--- src/common/lspwm_regs.vh ---
// register map, field positions, reset values and timing of the led sequencer
`ifndef LSPWM_REGS_VH
`define LSPWM_REGS_VH

// ----------------------------------------------------------------------
// register byte offsets
// ----------------------------------------------------------------------
`define LSPWM_ADDR_CTRL    8'h00
`define LSPWM_ADDR_MAP     8'h04
`define LSPWM_ADDR_IDAC    8'h08
`define LSPWM_ADDR_PERIOD  8'h0C
`define LSPWM_ADDR_DUTY_R  8'h10
`define LSPWM_ADDR_DUTY_G  8'h14
`define LSPWM_ADDR_DUTY_B  8'h18
`define LSPWM_ADDR_ENABLE  8'h1C
`define LSPWM_ADDR_STATUS  8'h20

// ----------------------------------------------------------------------
// field positions
// ----------------------------------------------------------------------
`define LSPWM_CTRL_MONO    0
`define LSPWM_CTRL_LAST    1
`define LSPWM_IDAC_RNG_R   8
`define LSPWM_IDAC_RNG_G   10
`define LSPWM_IDAC_RNG_B   12
`define LSPWM_PERIOD_DIV   12
`define LSPWM_ENABLE_LAST  8

// ----------------------------------------------------------------------
// reset values
// ----------------------------------------------------------------------
`define LSPWM_RST_CTRL     32'h0000_0006
`define LSPWM_RST_MAP      32'h0000_00E4
`define LSPWM_RST_IDAC     32'h0000_0000
`define LSPWM_RST_PERIOD   32'h0000_0FFF
`define LSPWM_RST_DUTY     32'h0000_0FFF
`define LSPWM_RST_ENABLE   32'h0000_7F00

// ----------------------------------------------------------------------
// state mapping codes
// ----------------------------------------------------------------------
`define LSPWM_MAP_RED      2'h0
`define LSPWM_MAP_GREEN    2'h1
`define LSPWM_MAP_BLUE     2'h2
`define LSPWM_MAP_OFF      2'h3

// ----------------------------------------------------------------------
// timing
// ----------------------------------------------------------------------
`define LSPWM_CLK_MHZ      50
`define LSPWM_BLANK_US     25
`define LSPWM_BLANK_CYC    (`LSPWM_BLANK_US * `LSPWM_CLK_MHZ)

`endif

--- src/lspwm_ctrl.v ---
// led sequence state machine with current and pulse width control
`timescale 1ns/10ps
`include "lspwm_regs.vh"
module lspwm_ctrl #(
  parameter DIV_W = 4,
  parameter PER_W = 12,
  parameter EN_W  = 7
) (
  input  wire        clk_sys,
  input  wire        rstn,
  input  wire        wb_cyc_i,
  input  wire        wb_stb_i,
  input  wire        wb_we_i,
  input  wire [7:0]  wb_adr_i,
  input  wire [3:0]  wb_sel_i,
  input  wire [31:0] wb_dat_i,
  output reg  [31:0] wb_dat_o,
  output reg         wb_ack_o,
  input  wire        lineStartInput,
  input  wire        transferGateInput,
  output reg         ledRedOn,
  output reg         ledGreenOn,
  output reg         ledBlueOn,
  output reg         shuntOn,
  output reg  [7:0]  idacCode,
  output reg  [1:0]  ledCurrentRange,
  output reg         blankActive
);

  localparam integer BLANK_INT = `LSPWM_BLANK_CYC;
  localparam [15:0]  BLANK_CYC = BLANK_INT[15:0];

  // ----------------------------------------------------------------------
  // declarations
  // ----------------------------------------------------------------------
  reg  [31:0] ctrl_reg;
  reg  [31:0] map_reg;
  reg  [31:0] idac_reg;
  reg  [31:0] period_reg;
  reg  [31:0] dutyR_reg;
  reg  [31:0] dutyG_reg;
  reg  [31:0] dutyB_reg;
  reg  [31:0] enable_reg;
  reg  [1:0]  lsSync_reg;
  reg  [1:0]  tgSync_reg;
  reg         tgDelay_reg;
  reg  [1:0]  seqIdx_reg;
  reg         done_reg;
  reg  [15:0] blankCnt_reg;
  reg  [31:0] rdData_next;
  reg  [PER_W-1:0] duty_next;
  reg  [1:0]  range_next;
  wire        busReq;
  wire        busWrite;
  wire        lsLevel;
  wire        tgLevel;
  wire        startCond;
  wire        tgRise;
  wire        monoMode;
  wire [1:0]  lastState;
  wire [1:0]  mapSel;
  wire        advance;
  wire        blankStart;
  wire        blank;
  wire        pulseLevel;
  wire        pulseGate;
  wire        enableDone;
  wire        lit;

  // ----------------------------------------------------------------------
  // byte-lane merge for register writes
  // ----------------------------------------------------------------------
  function [31:0] mergeBytes;
    input [31:0] oldVal;
    input [31:0] newVal;
    input [3:0]  sel;
    integer      i;
    begin
      mergeBytes = oldVal;
      for (i = 0; i < 4; i = i + 1) begin
        if (sel[i]) begin
          mergeBytes[i*8 +: 8] = newVal[i*8 +: 8];
        end
      end
    end
  endfunction

  // ----------------------------------------------------------------------
  // wishbone slave, one wait state
  // ----------------------------------------------------------------------
  assign busReq   = wb_cyc_i && wb_stb_i && !wb_ack_o;
  assign busWrite = busReq && wb_we_i;

  always @(posedge clk_sys or negedge rstn) begin
    if (!rstn) begin
      ctrl_reg   <= `LSPWM_RST_CTRL;
      map_reg    <= `LSPWM_RST_MAP;
      idac_reg   <= `LSPWM_RST_IDAC;
      period_reg <= `LSPWM_RST_PERIOD;
      dutyR_reg  <= `LSPWM_RST_DUTY;
      dutyG_reg  <= `LSPWM_RST_DUTY;
      dutyB_reg  <= `LSPWM_RST_DUTY;
      enable_reg <= `LSPWM_RST_ENABLE;
    end else if (busWrite) begin
      case (wb_adr_i)
        `LSPWM_ADDR_CTRL: begin
          ctrl_reg <= mergeBytes(ctrl_reg, wb_dat_i, wb_sel_i) &
                      32'h0000_0007;
        end
        `LSPWM_ADDR_MAP: begin
          map_reg <= mergeBytes(map_reg, wb_dat_i, wb_sel_i) &
                     32'h0000_00FF;
        end
        `LSPWM_ADDR_IDAC: begin
          idac_reg <= mergeBytes(idac_reg, wb_dat_i, wb_sel_i) &
                      32'h0000_3FFF;
        end
        `LSPWM_ADDR_PERIOD: begin
          period_reg <= mergeBytes(period_reg, wb_dat_i, wb_sel_i) &
                        32'h0000_FFFF;
        end
        `LSPWM_ADDR_DUTY_R: begin
          dutyR_reg <= mergeBytes(dutyR_reg, wb_dat_i, wb_sel_i) &
                       32'h0000_0FFF;
        end
        `LSPWM_ADDR_DUTY_G: begin
          dutyG_reg <= mergeBytes(dutyG_reg, wb_dat_i, wb_sel_i) &
                       32'h0000_0FFF;
        end
        `LSPWM_ADDR_DUTY_B: begin
          dutyB_reg <= mergeBytes(dutyB_reg, wb_dat_i, wb_sel_i) &
                       32'h0000_0FFF;
        end
        `LSPWM_ADDR_ENABLE: begin
          enable_reg <= mergeBytes(enable_reg, wb_dat_i, wb_sel_i) &
                        32'h0000_7F7F;
        end
        default: begin
          ctrl_reg <= ctrl_reg;
        end
      endcase
    end
  end

  always @* begin
    rdData_next = 32'h0000_0000;
    case (wb_adr_i)
      `LSPWM_ADDR_CTRL:   rdData_next = ctrl_reg;
      `LSPWM_ADDR_MAP:    rdData_next = map_reg;
      `LSPWM_ADDR_IDAC:   rdData_next = idac_reg;
      `LSPWM_ADDR_PERIOD: rdData_next = period_reg;
      `LSPWM_ADDR_DUTY_R: rdData_next = dutyR_reg;
      `LSPWM_ADDR_DUTY_G: rdData_next = dutyG_reg;
      `LSPWM_ADDR_DUTY_B: rdData_next = dutyB_reg;
      `LSPWM_ADDR_ENABLE: rdData_next = enable_reg;
      `LSPWM_ADDR_STATUS: begin
        rdData_next = {24'h00_0000, blankActive, ledBlueOn, ledGreenOn,
                       ledRedOn, pulseGate, done_reg, seqIdx_reg};
      end
      default:            rdData_next = 32'h0000_0000;
    endcase
  end

  always @(posedge clk_sys or negedge rstn) begin
    if (!rstn) begin
      wb_ack_o <= 1'b0;
      wb_dat_o <= 32'h0000_0000;
    end else begin
      wb_ack_o <= busReq;
      if (busReq && !wb_we_i) begin
        wb_dat_o <= rdData_next;
      end
    end
  end

  // ----------------------------------------------------------------------
  // timing pin synchronisers
  // ----------------------------------------------------------------------
  always @(posedge clk_sys or negedge rstn) begin
    if (!rstn) begin
      lsSync_reg  <= 2'h0;
      tgSync_reg  <= 2'h0;
      tgDelay_reg <= 1'b0;
    end else begin
      lsSync_reg  <= {lsSync_reg[0], lineStartInput};
      tgSync_reg  <= {tgSync_reg[0], transferGateInput};
      tgDelay_reg <= tgSync_reg[1];
    end
  end

  assign lsLevel   = lsSync_reg[1];
  assign tgLevel   = tgSync_reg[1];
  assign startCond = lsLevel && tgLevel;
  assign tgRise    = tgLevel && !tgDelay_reg;
  assign monoMode  = ctrl_reg[`LSPWM_CTRL_MONO];
  assign lastState = ctrl_reg[`LSPWM_CTRL_LAST +: 2];

  // ----------------------------------------------------------------------
  // sequence state machine
  // ----------------------------------------------------------------------
  assign advance = monoMode ? enableDone : (tgRise && !lsLevel);

  always @(posedge clk_sys or negedge rstn) begin
    if (!rstn) begin
      seqIdx_reg <= 2'h0;
      done_reg   <= 1'b1;
    end else if (startCond) begin
      seqIdx_reg <= 2'h0;
      done_reg   <= 1'b0;
    end else if (advance && !done_reg) begin
      if (seqIdx_reg >= lastState) begin
        done_reg <= 1'b1;
      end else begin
        seqIdx_reg <= seqIdx_reg + 2'h1;
      end
    end
  end

  assign mapSel = map_reg[{seqIdx_reg, 1'b0} +: 2];

  // ----------------------------------------------------------------------
  // blanking window after every state change
  // ----------------------------------------------------------------------
  assign blankStart = tgRise || (monoMode && enableDone && !done_reg);
  assign blank      = (blankCnt_reg != 16'h0000);

  always @(posedge clk_sys or negedge rstn) begin
    if (!rstn) begin
      blankCnt_reg <= 16'h0000;
    end else if (blankStart) begin
      blankCnt_reg <= BLANK_CYC;
    end else if (blank) begin
      blankCnt_reg <= blankCnt_reg - 16'h0001;
    end
  end

  // ----------------------------------------------------------------------
  // duty and range by selected colour
  // ----------------------------------------------------------------------
  always @* begin
    duty_next  = {PER_W{1'b0}};
    range_next = idac_reg[`LSPWM_IDAC_RNG_R +: 2];
    case (mapSel)
      `LSPWM_MAP_RED: begin
        duty_next  = dutyR_reg[PER_W-1:0];
        range_next = idac_reg[`LSPWM_IDAC_RNG_R +: 2];
      end
      `LSPWM_MAP_GREEN: begin
        duty_next  = dutyG_reg[PER_W-1:0];
        range_next = idac_reg[`LSPWM_IDAC_RNG_G +: 2];
      end
      `LSPWM_MAP_BLUE: begin
        duty_next  = dutyB_reg[PER_W-1:0];
        range_next = idac_reg[`LSPWM_IDAC_RNG_B +: 2];
      end
      default: begin
        duty_next  = {PER_W{1'b0}};
        range_next = ledCurrentRange;
      end
    endcase
  end

  // ----------------------------------------------------------------------
  // modulation
  // ----------------------------------------------------------------------
  lspwm_pulse_gen #(
    .DIV_W (DIV_W),
    .PER_W (PER_W),
    .EN_W  (EN_W)
  ) u_pulse (
    .clk_sys    (clk_sys),
    .rstn       (rstn),
    .restart    (blank || startCond || done_reg),
    .divider    (period_reg[`LSPWM_PERIOD_DIV +: DIV_W]),
    .period     (period_reg[PER_W-1:0]),
    .duty       (duty_next),
    .enFirst    (enable_reg[EN_W-1:0]),
    .enLast     (enable_reg[`LSPWM_ENABLE_LAST +: EN_W]),
    .pulseLevel (pulseLevel),
    .pulseGate  (pulseGate),
    .enableDone (enableDone)
  );

  // ----------------------------------------------------------------------
  // led switch matrix and current outputs
  // ----------------------------------------------------------------------
  assign lit = !done_reg && !blank && pulseGate && pulseLevel;

  always @(posedge clk_sys or negedge rstn) begin
    if (!rstn) begin
      ledRedOn        <= 1'b0;
      ledGreenOn      <= 1'b0;
      ledBlueOn       <= 1'b0;
      shuntOn         <= 1'b1;
      idacCode        <= 8'h00;
      ledCurrentRange <= 2'h0;
      blankActive     <= 1'b0;
    end else begin
      ledRedOn        <= lit && (mapSel == `LSPWM_MAP_RED);
      ledGreenOn      <= lit && (mapSel == `LSPWM_MAP_GREEN);
      ledBlueOn       <= lit && (mapSel == `LSPWM_MAP_BLUE);
      shuntOn         <= !(lit && (mapSel != `LSPWM_MAP_OFF));
      idacCode        <= idac_reg[7:0];
      ledCurrentRange <= range_next;
      blankActive     <= blank;
    end
  end

endmodule

--- src/lspwm_pulse_gen.v ---
// clock divider, modulation counter and enable counter
`timescale 1ns/10ps
module lspwm_pulse_gen #(
  parameter DIV_W = 4,
  parameter PER_W = 12,
  parameter EN_W  = 7
) (
  input  wire             clk_sys,
  input  wire             rstn,
  input  wire             restart,
  input  wire [DIV_W-1:0] divider,
  input  wire [PER_W-1:0] period,
  input  wire [PER_W-1:0] duty,
  input  wire [EN_W-1:0]  enFirst,
  input  wire [EN_W-1:0]  enLast,
  output wire             pulseLevel,
  output wire             pulseGate,
  output reg              enableDone
);

  reg  [DIV_W-1:0] divCnt_reg;
  reg  [PER_W-1:0] pwmCnt_reg;
  reg  [EN_W-1:0]  enCnt_reg;
  wire             tick;
  wire             wrap;

  assign tick = (divCnt_reg == divider);
  assign wrap = tick && (pwmCnt_reg >= period);

  // ----------------------------------------------------------------------
  // counters
  // ----------------------------------------------------------------------
  always @(posedge clk_sys or negedge rstn) begin
    if (!rstn) begin
      divCnt_reg <= {DIV_W{1'b0}};
      pwmCnt_reg <= {PER_W{1'b0}};
      enCnt_reg  <= {EN_W{1'b0}};
      enableDone <= 1'b0;
    end else if (restart) begin
      divCnt_reg <= {DIV_W{1'b0}};
      pwmCnt_reg <= {PER_W{1'b0}};
      enCnt_reg  <= {EN_W{1'b0}};
      enableDone <= 1'b0;
    end else begin
      enableDone <= 1'b0;
      if (tick) begin
        divCnt_reg <= {DIV_W{1'b0}};
      end else begin
        divCnt_reg <= divCnt_reg + 1'b1;
      end
      if (wrap) begin
        pwmCnt_reg <= {PER_W{1'b0}};
        if (enCnt_reg < enLast) begin
          enCnt_reg <= enCnt_reg + 1'b1;
          enableDone <= (enCnt_reg + 1'b1 == enLast);
        end
      end else if (tick) begin
        pwmCnt_reg <= pwmCnt_reg + 1'b1;
      end
    end
  end

  assign pulseLevel = (pwmCnt_reg < duty);
  // gate open from the first count until the last count
  assign pulseGate  = (enCnt_reg >= enFirst) && (enCnt_reg < enLast);

endmodule

--- config.mk ---
export PLATFORM = sky130hd
export DESIGN_NAME = lspwm_ctrl
export DESIGN_NICKNAME = d
export VERILOG_FILES = /design/src/lspwm_ctrl.v /design/src/lspwm_pulse_gen.v
export VERILOG_INCLUDE_DIRS = /design/src /design/src/common
export SDC_FILE = /design/constraint.sdc
export NUM_CORES = 1
export LEC_CHECK = 0
export ABC_AREA = 1
export BUFFER_PORTS_ARGS = -buffer_cell sky130_fd_sc_hd__clkbuf_2
export CAP_MARGIN = 5
export CORE_MARGIN = 4
export CORE_UTILIZATION = 40
export CTS_BUF_LIST = sky130_fd_sc_hd__clkbuf_4
export CTS_CLUSTER_SIZE = 14
export DETAILED_ROUTE_END_ITERATION = 12
export SYNTH_ARGS = -nofsm -noshare
export SYNTH_HDL_FRONTEND = slang
export SYNTH_HIERARCHICAL = 1
export SYNTH_SLANG_ARGS = --single-unit
--- constraint.sdc ---
create_clock -name clk_sys -period 4.7 [get_ports clk_sys]
set_input_delay 0.47 -clock clk_sys [delete_from_list [all_inputs] [get_ports clk_sys]]
set_output_delay 0.47 -clock clk_sys [all_outputs]
set_load 0.02 [all_outputs]
==> results by group <==
GRT
  • Vias in the first global route: 7814
  • Initial antenna violation count: 1
  • Largest net degree at the start of global routing: around 110
  • Grt total ovfl: 0
  • First-pass GRT wire length: 41400 microns
  • Global-route usage over all layers: 19.4%

CTS
  • Clock Tree Buf Depth: 2
  • Clk root buf: clkbuf_4
  • CTS tree: done
  • Worst-path clk slew: 150 ps
  • Worst skew pair latency: 570 ps
  • Post-CTS sizing: 0
  • Htree depth: 4
  • Post-CTS Setup Inserts: 0
  • Clk sinks: 171
  • Cts bufs inserted: 17
  • Post-CTS Hold Fix Bufs: 2

Final layout
  • Most common cell after layout, fill and taps aside: nand2_1
  • Area grow syn2layout: 8.22%
  • Nets: 1448
  • Most frequent cells in the layout: nand2_1, inv_1, nor2_1
  • Fill cell count: 2507
  • FF/Latch Area: 4360 sq um
  • Multi-input logic area: 4710 sq um
  • Design Area, Final: about 11000 sq um
  • Share of cells above drive strength 1: 15.8%

Placed design
  • I/O Buffers: 64
  • Post-DP Area: 10400 sq um
  • DP Wirelength: 19000 microns
  • Setup WS pre-CTS: 1040 ps
  • GPL Wtd Cong: 0.890

Route
  • Met1 WL: between 10000 and 15000 microns
  • Residual DRC: 0
  • Drt via density: 4.86
  • Routed vias: around 8200
  • Routed len/inst: approximately 15 microns
  • Met3 WL: 1080 microns
  • Drt initial violations: 574
  • Pre-antenna DRT Iters: 5
  • Final wirelength: 25400 microns
  • WL met2: 11700 microns
  • Max Used Layer: met4
  • Final ANT Viol Nets: 0

Setup path
  • Critical path arrival: 4210 ps
  • Top cell by count, worst path: nand2_1
  • Largest delay contributor family on the critical path: compound AO/OA/AOI/OAI gates
  • FF-to-FF Start: seqIdx_reg[0]$_DFFE_PN0P_
  • Crit path max-delay cell type: ha_1
  • Critical Path Max Stage Delay: 650 ps
  • WS Path Type: flip-flop to flip-flop
  • Startpoint Class: flip-flop
  • Cell Chain, Critical Path: clkinv_1 -> nand2_1 -> a32oi_1 -> ha_1 -> nand2_1 -> nand3_1 -> nand2_1 -> inv_1 -> inv_1 -> ha_1 -> a21oi_1 -> nor2_1 -> nor3b_1 -> o21ai_0 -> a21oi_1 -> nand4_2 -> nor2_1
  • CP endpoint kind: flip-flop
  • Critical path startpoint: seqIdx_reg[0]$_DFFE_PN0P_
  • CP Data Required Time: around 5200 ps
  • Worst path buffer plus inverter count: 3
  • Crit-path max FO: 14

Pwr
  • P_sw: 0.000919 W
  • Leak: 5.33 nW
  • Clock power frac: 29.8%
  • Combinational power share: roughly 16%
  • PwrDens: 269 nW/um^2
  • Switching Share: 31.9%
  • VDD IR max: 0.161 mV
  • Total Power: 0.00288 W
  • Seq pwr share: 54.7%
  • P_int: between 0.0015 and 0.002 W

Yosys
  • Leading area contributor after synthesis: dfrtp_1
  • Mean Syn Cell Area: 7.70 sq um
  • Cell count after synthesis: 1286
  • Seq cells post-synth: roughly 170
  • Area share of the largest cell type after synthesis: 27.3%
  • Warnings, synthesis: 6
  • Synth area leaders: dfrtp_1, nand2_1, dfstp_2, ha_1, inv_1
  • Cell variety after synth: 43
  • Netlist Area Pre-Place: 9900 sq um
  • Sequential share of the synthesized area: approximately 44%

STA
  • RSZ-0062 raised after global routing: false
  • Fin crit period: about 3700 ps
  • Max_slew headroom: around a third
  • Slew @ Worst Pin: 996 ps
  • Final WS setup: 978 ps
  • Max-slew violations: 0
  • Clk_skew: around 24 ps
  • Final hold vios: 3
  • Fin Setup TNS: 0 ps
  • Setup violators final: 0
  • Max Clk Rate: 0.269 GHz
  • Fin crit share: 79.2%
  • Worst hold margin: -12.0 ps

Floorplan
  • Placeable Area: between 20000 and 25000 sq um
  • IO Pins: between 90 and 100
  • Initial Util: 40.7%
  • Die area: 27300 sq um
  • Rows: 57
  • Die H: 165 microns
  • Die X: between 150 and 200 microns

Outcome
  • Status: complete, but fails checks
  • Failing checks: hold timing

Worst hold path
  • Worst Hold Class: input port to async pin

Run
  • Max cap viols: 0
-- synth_stat cells (all sizes together) --
cell type,number
xor2,13
conb,1
nand4,12
nor2,129
dfrtp,108
a21o,3
o31ai,1
clkbuf,7
a32oi,2
o2111ai,1
inv,150
nand2,465
nor4,4
xnor2,6
a211oi,1
dfstp,63
o22ai,2
ha,48
nand3,74
a31oi,2
o21bai,2
o21ai,105
o211ai,4
nor3b,2
buf,35
clkinv,3
a21oi,33
nor3,10
-- worst register-to-register path, cell delays in order (launching register included) --
cell and delay, ps:
dfrtp_1 470, clkinv_1 180, nand2_1 70, a32oi_1 410, ha_1 650, nand2_1 130
nand3_1 90, nand2_1 50, inv_1 70, inv_1 50, ha_1 300, a21oi_1 140
nor2_1 50, nor3b_1 170, o21ai_0 130, a21oi_1 390, nand4_2 200, nor2_1 120
-- cell families after synthesis --
family / Yosys count / synth area share, %
flip-flops: 171 / 44.0
adder cells (fa/ha/maj): 48 / 6.07
buffers and inverters: 195 / 8.94
AND/OR/NAND/NOR: 696 / 30.6
other: 1 / 0.0379
XOR/XNOR: 19 / 1.68
AO/OA/AOI/OAI: 156 / 8.67
-- routing by layer --
layer | vias to the layer above | global-route usage (%)
met5 | - | 0
met4 | 0 | 5.85
met3 | 28 | 3.40
met2 | 154 | 31.0
met1 | 3844 | 27.2
li1 | 4170 | -
-- path summary, 6_finish.rpt --
| kind | to | slack, ps | depth (start not counted) |
|---|---|---|---|
| worst max register to register | ledBlueOn$_DFF_PN0_ | 980 | 17 |
| worst max-delay path | ledBlueOn$_DFF_PN0_ | 980 | 17 |
| max in group asynchronous | enable_reg[14]$_DFFE_PN1P_ | 3580 | 2 |
| worst min-delay path | blankCnt_reg[14]$_DFFE_PN0P_ | -10 | 1 |
| worst min register to register | lsSync_reg[1]$_DFF_PN0_ | 370 | 0 |
| min in group clk_sys | enable_reg[14]$_DFFE_PN1P_ | 120 | 3 |
-- per-stage QoR --
stage          util, %  hold WS (ps)  cells
3_3_place_gp      42.8           338   1652
3_5_place_dp      42.8           336   1652
2_1_floorplan        -           174   1301
5_1_grt           44.0          13.4   1687
4_1_cts           44.0          14.4   1686
6_report          44.0         -12.0   1687
-- area by class of cell --
type                            instances  share of cell area [%]
Inverter                              153                    5.36
Tap cell                              324                    3.79
Multi-Input combinational cell        935                    44.0
Sequential cell                       171                    40.7
Timing Repair Buffer                   71                    3.59
Clock inverter                         15                    1.38
Clock buffer                           17                    1.19
Antenna cell                            1                  0.0234
-- power groups by stage --
stage | Sequential, W | Clock [W] | Combinational (W)
6_report | 0.00157 | 0.000857 | 0.000446
4_1_cts | 0.00157 | 0.000880 | 0.000450
3_5_place_dp | 0.00160 | 0 | 0.000448
2_1_floorplan | 0.00159 | 0 | 0.000287
5_1_grt | 0.00158 | 0.000947 | 0.000507
3_3_place_gp | 0.00160 | 0 | 0.000441
No activity file was read; power rests on OpenSTA's default activity.
